File: config.mk
export PLATFORM = sky130hd
export DESIGN_NAME = tsi_slave
export DESIGN_NICKNAME = d
export VERILOG_FILES = /design/src/tsi_fifo.v /design/src/tsi_slave.v
export VERILOG_INCLUDE_DIRS = /design/src
export SDC_FILE = /design/constraint.sdc
export NUM_CORES = 1
export LEC_CHECK = 0
export ABC_CLOCK_PERIOD_IN_PS = 4800
export BUFFER_PORTS_ARGS = -buffer_cell sky130_fd_sc_hd__buf_4
export CELL_PAD_IN_SITES_DETAIL_PLACEMENT = 1
export CELL_PAD_IN_SITES_GLOBAL_PLACEMENT = 2
export CORE_MARGIN = 1
export CORE_UTILIZATION = 40
export DETAILED_ROUTE_END_ITERATION = 6
export GPL_TIMING_DRIVEN = 0
export PLACE_DENSITY = 0.8
export SYNTH_ARGS = -nofsm -noshare
export SYNTH_HDL_FRONTEND = slang
export SYNTH_SLANG_ARGS = --single-unit
File: constraint.sdc
create_clock -name clk -period 4.8 [get_ports clk]
set_clock_uncertainty 0.15 [all_clocks]
set_input_delay 0.72 -clock clk [delete_from_list [all_inputs] [get_ports clk]]
set_output_delay 0.72 -clock clk [all_outputs]
set_load 0.03 [all_outputs]
File: src/tsi_defs.vh
// Constants for the touch-sensor serial slave port.
// Assumes a 125 MHz system clock; included by bare name.
`ifndef TSI_DEFS_VH
`define TSI_DEFS_VH
`define TSI_SLAVE_ADDR 7'h12
`define TSI_CLK_MHZ 125
`define TSI_STUCK_MS 14
`define TSI_STUCK_CYC (`TSI_STUCK_MS * 1000 * `TSI_CLK_MHZ)
`define TSI_STRETCH_CYC 4'h8
`define TSI_ADDR_STATUS0 8'h04
`define TSI_ADDR_STATUS1 8'h05
`define TSI_FIFO_DEPTH 16
`define TSI_FIFO_AW 4
`endif

File: src/tsi_fifo.v
// Small synchronous FIFO of flip-flops with valid/ready on both sides.
// Assumes one clock and a synchronous active-low reset.
`timescale 1ns/1ps
`default_nettype none
module tsi_fifo #(
    parameter WIDTH = 16,
    parameter DEPTH = 16,
    parameter AW = 4
) (
    input wire clk,
    input wire resetn,
    input wire in_valid,
    output wire in_ready,
    input wire [WIDTH-1:0] in_data,
    output wire out_valid,
    input wire out_ready,
    output wire [WIDTH-1:0] out_data
);
    reg [WIDTH-1:0] mem_q [0:DEPTH-1];
    reg [AW-1:0] wr_q;
    reg [AW-1:0] rd_q;
    reg [AW:0] cnt_q;
    wire push;
    wire pop;
    assign in_ready = (cnt_q != DEPTH[AW:0]);
    assign out_valid = (cnt_q != {(AW+1){1'b0}});
    assign out_data = mem_q[rd_q];
    assign push = in_valid && in_ready;
    assign pop = out_valid && out_ready;
    always @(posedge clk) begin
        if (!resetn) begin
            wr_q <= {AW{1'b0}};
            rd_q <= {AW{1'b0}};
            cnt_q <= {(AW+1){1'b0}};
        end else begin
            if (push) begin
                wr_q <= wr_q + 1'b1;
            end
            if (pop) begin
                rd_q <= rd_q + 1'b1;
            end
            if (push && !pop) begin
                cnt_q <= cnt_q + 1'b1;
            end else if (pop && !push) begin
                cnt_q <= cnt_q - 1'b1;
            end
        end
    end
    always @(posedge clk) begin
        if (push) begin
            mem_q[wr_q] <= in_data;
        end
    end
endmodule
`default_nettype wire

File: src/tsi_slave.v
// Serial slave port of a touch-sensor device with a byte table behind it.
// Assumes SCL/SDA/strap pins are asynchronous; table is a simple memory port.
//
// Summary of operation
// - Address packet: 7 address, direction, ack.
// - Direction one means read, zero write.
// - Acknowledge own address in ninth period.
// - Bits arrive most significant first.
// - Data packet: eight bits plus ack.
// - Receiver pulls SDA low to acknowledge.
// - SDA changes only while SCL low.
// - Detect start and stop conditions.
// - Bus busy from start until stop.
// - Device may stretch SCL between bytes.
// - Stand-alone mode disables stuck monitor.
// - Byte table with multibyte transfers.
// - Notify low on masked key/input change.
// - Release notify at stop of any read transfer, status bytes read or not.
// - Unchanged-back status: any read releases.
// - Fixed slave address 0x12.
// - Pointer advances one per data byte.
// - Read end restores last sent pointer.
`timescale 1ns/1ps
`default_nettype none
`include "tsi_defs.vh"
module tsi_slave #(
    parameter STUCK_CYC = `TSI_STUCK_CYC
) (
    input wire clk,
    input wire resetn,
    input wire scl_i,
    output reg scl_oe,
    output wire scl_o,
    input wire sda_i,
    output reg sda_oe,
    output wire sda_o,
    input wire standalone,
    output reg change_notify_n_oe,
    output wire change_notify_n_o,
    input wire status_change,
    output reg wr_valid,
    input wire wr_ready,
    output reg [15:0] wr_data,
    output reg [7:0] rd_addr,
    input wire [7:0] rd_data,
    output reg bus_busy
);
    // ************************************************
    // Pin synchronisers and edge detection
    // ************************************************
    localparam S_IDLE = 3'd0;
    localparam S_ADDR = 3'd1;
    localparam S_ACK = 3'd2;
    localparam S_RX = 3'd3;
    localparam S_TX = 3'd4;
    localparam S_MACK = 3'd5;
    localparam S_SKIP = 3'd6;
    assign scl_o = 1'b0;
    assign sda_o = 1'b0;
    assign change_notify_n_o = 1'b0;
    reg scl_m_q, scl_s_q, scl_p_q, sda_m_q, sda_s_q, sda_p_q;
    reg sa_m_q, sa_s_q;
    always @(posedge clk) begin
        if (!resetn) begin
            scl_m_q <= 1'b1;
            scl_s_q <= 1'b1;
            scl_p_q <= 1'b1;
            sda_m_q <= 1'b1;
            sda_s_q <= 1'b1;
            sda_p_q <= 1'b1;
            sa_m_q <= 1'b0;
            sa_s_q <= 1'b0;
        end else begin
            scl_m_q <= scl_i;
            scl_s_q <= scl_m_q;
            scl_p_q <= scl_s_q;
            sda_m_q <= sda_i;
            sda_s_q <= sda_m_q;
            sda_p_q <= sda_s_q;
            sa_m_q <= standalone;
            sa_s_q <= sa_m_q;
        end
    end
    wire scl_rise = scl_s_q && !scl_p_q;
    wire scl_fall = !scl_s_q && scl_p_q;
    wire start_c = scl_s_q && scl_p_q && !sda_s_q && sda_p_q;
    wire stop_c = scl_s_q && scl_p_q && sda_s_q && !sda_p_q;
    // ************************************************
    // Stuck-line monitor
    // ************************************************
    // A low line that never changes while the other stays put means a
    // lost master; the port restarts rather than hang the bus forever.
    reg [31:0] stuck_q;
    reg port_rst_q;
    wire any_low = !scl_s_q || !sda_s_q;
    wire moved = (scl_s_q != scl_p_q) || (sda_s_q != sda_p_q);
    always @(posedge clk) begin
        if (!resetn) begin
            stuck_q <= 32'h0;
            port_rst_q <= 1'b0;
        end else begin
            port_rst_q <= 1'b0;
            if (sa_s_q || !any_low || moved) begin
                stuck_q <= 32'h0;
            end else if (stuck_q >= STUCK_CYC - 1) begin
                stuck_q <= 32'h0;
                port_rst_q <= 1'b1;
            end else begin
                stuck_q <= stuck_q + 32'h1;
            end
        end
    end
    // ************************************************
    // Byte engine
    // ************************************************
    reg [2:0] st_q;
    reg [3:0] bit_q;
    reg [7:0] sh_q;
    reg rw_q;
    reg have_ptr_q;
    reg first_q;
    reg [7:0] ptr_q;
    reg [7:0] base_q;
    reg [7:0] tx_q;
    reg [1:0] seen_q;
    reg pend_q;
    reg [3:0] str_q;
    reg push_q;
    reg [15:0] push_data_q;
    wire fifo_in_ready;
    wire fifo_out_valid;
    wire [15:0] fifo_out_data;
    wire fifo_out_ready = !wr_valid || wr_ready;
    wire fifo_take = fifo_out_valid && fifo_out_ready;
    wire [7:0] sh_next = {sh_q[6:0], sda_s_q};
    always @(posedge clk) begin
        if (!resetn || port_rst_q) begin
            st_q <= S_IDLE;
            bit_q <= 4'h0;
            sh_q <= 8'h00;
            rw_q <= 1'b0;
            have_ptr_q <= 1'b0;
            first_q <= 1'b0;
            ptr_q <= 8'h00;
            base_q <= 8'h00;
            tx_q <= 8'hff;
            sda_oe <= 1'b0;
            scl_oe <= 1'b0;
            str_q <= 4'h0;
            push_q <= 1'b0;
            push_data_q <= 16'h0;
            rd_addr <= 8'h00;
            bus_busy <= 1'b0;
            seen_q <= 2'b00;
            pend_q <= 1'b0;
            change_notify_n_oe <= 1'b0;
        end else begin
            if (push_q && fifo_in_ready) begin
                push_q <= 1'b0;
            end
            rd_addr <= ptr_q;
            // The clock stays held while a word still waits for room.
            if (str_q != 4'h0) begin
                str_q <= str_q - 4'h1;
            end else if (!push_q) begin
                scl_oe <= 1'b0;
            end
            if (start_c) begin
                bus_busy <= 1'b1;
                st_q <= S_ADDR;
                bit_q <= 4'h0;
                sda_oe <= 1'b0;
                seen_q <= 2'b00;
            end else if (stop_c) begin
                bus_busy <= 1'b0;
                st_q <= S_IDLE;
                sda_oe <= 1'b0;
                if (rw_q) begin
                    ptr_q <= base_q;
                end
                rw_q <= 1'b0;
            end else begin
                case (st_q)
                    S_IDLE: begin
                        sda_oe <= 1'b0;
                    end
                    S_ADDR, S_RX: begin
                        if (scl_rise) begin
                            sh_q <= sh_next;
                            bit_q <= bit_q + 4'h1;
                        end
                        if (scl_fall && bit_q == 4'h8) begin
                            bit_q <= 4'h0;
                            if (st_q == S_ADDR) begin
                                if (sh_q[7:1] == `TSI_SLAVE_ADDR) begin
                                    rw_q <= sh_q[0];
                                    sda_oe <= 1'b1;
                                    first_q <= 1'b1;
                                    st_q <= S_ACK;
                                end else begin
                                    st_q <= S_SKIP;
                                end
                            end else begin
                                sda_oe <= 1'b1;
                                st_q <= S_ACK;
                                if (!have_ptr_q) begin
                                    have_ptr_q <= 1'b1;
                                    ptr_q <= sh_q;
                                    base_q <= sh_q;
                                end else begin
                                    push_data_q <= {ptr_q, sh_q};
                                    push_q <= 1'b1;
                                    ptr_q <= ptr_q + 8'h1;
                                end
                            end
                        end
                    end
                    S_ACK: begin
                        if (scl_fall) begin
                            sda_oe <= 1'b0;
                            // The count runs down through zero, so one less
                            // keeps the low time at the set figure.
                            str_q <= `TSI_STRETCH_CYC - 4'h1;
                            scl_oe <= 1'b1;
                            if (rw_q) begin
                                sda_oe <= !rd_data[7];
                                tx_q <= {rd_data[6:0], 1'b1};
                                bit_q <= 4'h1;
                                st_q <= S_TX;
                                if (ptr_q == `TSI_ADDR_STATUS0) begin
                                    seen_q[0] <= 1'b1;
                                end
                                if (ptr_q == `TSI_ADDR_STATUS1) begin
                                    seen_q[1] <= 1'b1;
                                end
                                ptr_q <= ptr_q + 8'h1;
                            end else begin
                                if (first_q) begin
                                    have_ptr_q <= 1'b0;
                                end
                                st_q <= S_RX;
                            end
                            first_q <= 1'b0;
                        end
                    end
                    S_TX: begin
                        if (scl_fall) begin
                            if (bit_q == 4'h8) begin
                                sda_oe <= 1'b0;
                                st_q <= S_MACK;
                            end else begin
                                sda_oe <= !tx_q[7];
                                tx_q <= {tx_q[6:0], 1'b1};
                                bit_q <= bit_q + 4'h1;
                            end
                        end
                    end
                    S_MACK: begin
                        if (scl_rise) begin
                            if (sda_s_q) begin
                                st_q <= S_SKIP;
                            end else begin
                                st_q <= S_ACK;
                            end
                        end
                    end
                    S_SKIP: begin
                        sda_oe <= 1'b0;
                    end
                    default: begin
                        st_q <= S_IDLE;
                    end
                endcase
            end
            // Set wins over the release in the same cycle.
            if (status_change) begin
                pend_q <= 1'b1;
                change_notify_n_oe <= 1'b1;
            end else if (stop_c && rw_q && pend_q) begin
                if (seen_q == 2'b11) begin
                    pend_q <= 1'b0;
                    change_notify_n_oe <= 1'b0;
                end else begin
                    change_notify_n_oe <= 1'b0;
                    pend_q <= 1'b0;
                end
            end
        end
    end
    // ************************************************
    // Write buffer and output stage
    // ************************************************
    // The buffer soaks up a slow table side; the bus is stretched further only once it is full.
    tsi_fifo #(
        .WIDTH(16),
        .DEPTH(`TSI_FIFO_DEPTH),
        .AW(`TSI_FIFO_AW)
    ) u_fifo (
        .clk(clk),
        .resetn(resetn),
        .in_valid(push_q),
        .in_ready(fifo_in_ready),
        .in_data(push_data_q),
        .out_valid(fifo_out_valid),
        .out_ready(fifo_out_ready),
        .out_data(fifo_out_data)
    );
    // Only the chip reset clears this stage, so a stuck-line restart
    // never drops a word that the table side is already looking at.
    always @(posedge clk) begin
        if (!resetn) begin
            wr_valid <= 1'b0;
            wr_data <= 16'h0;
        end else if (fifo_take) begin
            wr_valid <= 1'b1;
            wr_data <= fifo_out_data;
        end else if (wr_ready) begin
            wr_valid <= 1'b0;
        end
    end
endmodule
`default_nettype wire

# Yosys cells after proc, flatten, opt, wreduce, memory -nomap -nowiden
# Memories as Yosys holds them, arrays and structs flattened. A register that Yosys moved wholly into a read port is not among the register bits.
# Index checks and enable logic that the tools add are counted.
dict set report totals {
  ff_bits 130
  input_bits 15
  memories 1
  elab_cells 233
  ramBits 256
  out_inout_bits 32
}
dict set report classes {
  bitwise_logic 6
  n_mux 84
  addsub 8
  reduce_logical 66
  order_cmp 1
  eq_ne 35
}
# memory words width rd rd_clocked_by_memory_dff write_ports line_no
set memory_table {}
lappend memory_table {u_fifo.mem_q 16 16 1 1 1 tsi_fifo.v:19} ;# reg [WIDTH-1:0] mem_q [0:DEPTH-1];
# operator n
set op_table {}
lappend op_table {{$mux 8} 11}
lappend op_table {{$mux 1} 44}
lappend op_table {{$mux 4} 11}
lappend op_table {{$add 32x1->32 const B} 1}
lappend op_table {{$ge 32x21->1 const B} 1}
lappend op_table {{$pmux 8 s2} 2}
lappend op_table {{$reduce_and 7->1} 4}
lappend op_table {{$mux 3} 9}
lappend op_table {{$ne 2x2->1 const B} 12}
lappend op_table {{$reduce_and 6->1} 4}
lappend op_table {{$ne 4x4->1 const B} 5}
lappend op_table {{$reduce_bool 2->1} 10}
lappend op_table {{$ne 3x3->1 const B} 5}
lappend op_table {{$pmux 3 s5} 1}
lappend op_table {{$logic_and 1x1->1} 14}
lappend op_table {{$add 4x1->4 const B} 3}
lappend op_table {{$logic_not 1->1} 12}
lappend op_table {{$pmux 4 s3} 1}
lappend op_table {{$mux 5} 2}
lappend op_table {{$reduce_and 5->1} 2}
lappend op_table {{$eq 3x3->1 const B} 3}
lappend op_table {{$add 8x1->8 const B} 1}
lappend op_table {{$reduce_and 8->1} 1}
lappend op_table {{$reduce_bool 4->1} 2}
lappend op_table {{other kinds (21)} 39}

# Longest topological paths before layout
dict set report logic_depth {
  depth_word 9
  ltp_mapped 10
  mapped_depth_nobuf 10
}

# Modules after synthesis
# Synthesis repeated with hierarchy kept, for this count alone.
dict set report unflattened {
  hier_cells 1114
  hier_area_um2 16171.8
}
# mod cells_per_inst instances seq_area_each_um2 area_per_inst_um2
set by_module_without_submodules {}
lappend by_module_without_submodules {tsi_fifo 502 1 8027.7 10575.1}
lappend by_module_without_submodules {tsi_slave 612 1 2642.5 5596.6}

# Worst setup path after synthesis
# Ideal clock, no wire load.
dict set report synth_timing {
  path_type {flip-flop to flip-flop}
  start {register u_fifo.cnt_q[0]}
  end {memory u_fifo.mem_q[3][0] (enable)}
  stages_incl_launch_ff 5
  path_buffers 0
  t_arrival_ns 2.317
  slack_ns 1.923
  cell_sequence {dfxtp_1 nor4_1 a21boi_1 nand2_1 nor3_1}
}
dict set report synth_via {
  elab_chain_len 4
}
# item line_no
set synth_rtl {}
lappend synth_rtl {{start, declared} tsi_fifo.v:22} ;# reg [AW:0] cnt_q;
lappend synth_rtl {{start signal, assigned} tsi_fifo.v:34} ;# cnt_q <= {(AW+1){1'b0}};
lappend synth_rtl {{start signal, assigned} tsi_fifo.v:43} ;# cnt_q <= cnt_q + 1'b1;
lappend synth_rtl {{start signal, assigned} tsi_fifo.v:45} ;# cnt_q <= cnt_q - 1'b1;
lappend synth_rtl {{$ne 5x5->1} tsi_fifo.v:25} ;# assign in_ready = (cnt_q != DEPTH[AW:0]);
lappend synth_rtl {{$logic_and 1x1->1} tsi_fifo.v:28} ;# assign push = in_valid && in_ready;
lappend synth_rtl {{named net u_fifo.push} tsi_fifo.v:23} ;# wire push;
lappend synth_rtl {{$mux 1} tsi_fifo.v:50} ;# if (push) begin
lappend synth_rtl {{$mux 1 (not written as such)} tsi_fifo.v:51} ;# mem_q[wr_q] <= in_data;
lappend synth_rtl {{end, declared} tsi_fifo.v:19}
# The timed path passes the listed nets, and every way through them passes these cells.

# Worst setup path in the final report
dict set report layout_timing {
  start {register u_fifo.cnt_q[0]}
  end {register u_fifo.cnt_q[4]}
}
dict set report layout_via {
  elab_chain_len 5
  word_cells_on_any_way 13
  classes_between {2 x add/sub; 1 x eq/ne; 2 x mux; 8 x reduce/logical}
}
# item
set layout_rtl {}
lappend layout_rtl {{branches (longest 5 deep; another with $sub 5x1->5)}}
# Several ways; the timed one is not identified. The select of a mux whose other input is x is not followed.
# A chain may end at the register's enable or synchronous reset.

==> run_results.csv <==
group,metric,value,unit
status,status,"completed",
floorplan,ios,47,
timing,hold_ws,206.3,ps
critical_path,critPathArrivalTime,3610,ps
global_route,grt_first_pass_wirelength,59.86,mm
critical_path,crit_type,"register to register",
critical_path,max_stage_delay,580,ps
timing,fmax,304.1,MHz
critical_path,crit_path_start_kind,"register",
final_layout,layout-drive-gt1-share,20.40,%
critical_path,cpMostUsedCell,"a21oi_1",
place,port_buffers,43,
critical_path,required,5120,ps
floorplan,num_rows,72,
final_layout,instances_no_fill,1768,
final_layout,nFillCells,3945,
floorplan,die_y,202.2,microns
logic_synthesis,synth-seq-cells,401,
pwr,powerDensity,472.4,nW/um^2
cts,cts_tree,"yes",
critical_path,crit_chain,"or4_4, o21ai_4, ha_1, inv_1, fa_1, a21o_1, a21oi_1, xnor2_1, or3_1, a21oi_1",
pwr,p_leak,6.452,nW
logic_synthesis,synthArstFlopShare,0,%
detailed_routing,dr.first_iter.drc_count,531,
global_route,grt_max_degree,18,
cts,post_cts_buffers,0,
logic_synthesis,yosys_warnings,0,
cts,cts_resized,0,
cts,clockBufferDepth,3,
critical_path,cp_max_fo,8,
place,dpl_worst_slack,1599,ps
timing,finalSetupViolations,0,
final_layout,final_area,18720,sq um
detailed_routing,via_per_inst,5.361,
detailed_routing,ant_nets,0,
detailed_routing,routed_wl,38.73,mm
place,hpwl,26.00,mm
global_route,track_usage,19.35,%
pwr,ir_drop,0.2733,mV
critical_path,cp_slowest_cell,"or4_4",
hold_path,hold_class,"primary input to register",
timing,finalCritPeriodShare,68.51,%
final_layout,diodes,0,
cts,clock_latency,540,ps
timing,tns,0,ps
logic_synthesis,syn_inst,1101,
logic_synthesis,synth.yosys.seq_area_share,66.06,%
logic_synthesis,syn_avg_cell_area,14.56,sq um
timing,finalHoldViolations,0,
global_route,grt_pass1_vias,9962,
timing,final.min_clock_period,3288,ps
floorplan,fp.coreArea,39100,sq um
timing,maxSlewHeadroom,36.94,%
cts,cts-buffers-inserted,43,
final_layout,layout_commonest_cell,"edfxtp_1",
global_route,grt.overflow.total,0,
logic_synthesis,synth_edf_count,256,
cts,clk_pin_slew,60,ps
place,dpl_cell_area,17300,sq um
cts,root_buffer,"clkbuf_16",
floorplan,dieArea,40880,sq um
timing,slew_violations,0,
logic_synthesis,synthFlopType,"edfxtp_1",
final_layout,syn2layout_area_growth,16.80,%
critical_path,cp-end-kind,"register",
final_layout,fin_nets,1250,
logic_synthesis,synth_area,16030,sq um
timing,tightest_slew,944.8,ps
place,globalplace.congestion,0.7793,
final_layout,final_cell_mix,"edfxtp_1 (256), dfxtp_1 (145), nor2_1 (98), mux4_2 (64), mux2i_1 (58)",
detailed_routing,via_count,9478,
cts,numClockSinks,401,
place,dp.cells,1690,
detailed_routing,wl_per_cell,21.91,microns
cts,cts_max_level,2,
run,max_cap_violations,0,
cts,cts-hold-fix-buffers,0,
detailed_routing,drt-pass1-iter-count,6,
floorplan,start_util,41.00,%
logic_synthesis,yosysUniqueCellTypes,69,
detailed_routing,drc,0,
global_route,antenna_found_initial,0,
timing,rsz0062_at_grt,"no",
floorplan,die_width,202.2,microns
timing,finalWorstSetupSlack,1512,ps
## routing by layer
| layer | wire [microns] | vias up | GRT usage, % |
|---|---|---|---|
| met2 | 19290 | 199 | 33.30 |
| met3 | 1515 | 65 | 2.789 |
| met4 | 956 | 0 | 5.532 |
| met1 | 16960 | 4844 | 25.45 |
| li1 | - | 4370 | - |
| met5 | 0 | - | 0 |
## cell type report
type                       instances  area [sq um]  share of cell area (%)
sequential                       401         10590                   56.56
multi-input combinational        629          5150                   27.51
clock buffer                      62          1262                   6.743
tap                              518         648.1                   3.462
timing repair buffer              58         518.0                   2.767
buffer                            65         317.8                   1.697
clock inverter                    16         165.2                  0.8821
inverter                          19         71.32                  0.3809
## stage by stage
step	total power, W	util [%]
floorplan	0.005093	-
global placement	0.005561	43.61
detailed placement	0.005609	44.24
CTS	0.008957	47.89
global route	0.009188	47.89
finish	0.008845	47.89
## worst max-delay path, delay by kind of cell, from the launching register on
| family | cells | cell delay, ps |
|---|---|---|
| AO/OA/AOI/OAI | 4 | 870 |
| XOR/XNOR | 1 | 110 |
| adder cells (fa/ha/maj) | 2 | 690 |
| buffers and inverters | 1 | 120 |
| flip-flops | 1 | 380 |
| AND/OR/NAND/NOR | 2 | 890 |
## state kept, by name (all words and copies together), names as in the netlist, 3 cells and up
name,cells
push_data_q,16
ptr_q,8
str_q,4
rd_addr,8
st_q,3
tx_q,7
u_fifo.wr_q,4
base_q,8
sh_q,8
u_fifo.cnt_q,5
bit_q,4
stuck_q,32
wr_data,16
u_fifo.rd_q,4
u_fifo.mem_q,256
## kinds of logic (layout without fill, tap and decap cells)
logic type               Yosys count  count (layout)  share of synthesized area, %
buffers and inverters             84             220                         2.427
AO/OA/AOI/OAI                    152             152                         6.650
adder cells (fa/ha/maj)           18              18                         1.452
other                              1              14                       0.02339
AND/OR/NAND/NOR                  286             286                         8.734
multiplexers                     123             123                         12.68
flip-flops                       401             401                         66.06
XOR/XNOR                          36              36                         1.967
## worst paths after layout
check / end / depth (start not counted) / slack, ps / startpoint
hold reg to reg: scl_s_q / 1 / 260 / scl_m_q
setup reg to reg: u_fifo.cnt_q[4] / 10 / 1510 / u_fifo.cnt_q[0]
hold / removal: scl_m_q / 2 / 210 / scl_i
setup / recovery: u_fifo.cnt_q[4] / 10 / 1510 / u_fifo.cnt_q[0]
## cells in the mapped netlist, drive strengths merged, types with 19 or more instances
cell type	number	area (sq um)
o21ai	23	126.4
edfxtp	256	7687
mux2i	58	580.6
nor2b	19	121.4
dfxtp	145	2903
xnor2	24	210.2
nand2	57	214.0
a21oi	40	200.2
clkbuf	30	112.6
a211oi	22	170.2
mux4	64	1441
buf	35	205.2
nor2	110	412.9
## report_power, final
group          leakage, nW  total [W]  internal [W]  switching, W
sequential            3.55    0.00385       0.00375      0.000101
clock                0.694    0.00333       0.00199       0.00134
combinational         2.21    0.00167      0.000737      0.000932
total                 6.45    0.00885       0.00647       0.00237
No activity file was read; power rests on OpenSTA's default activity.
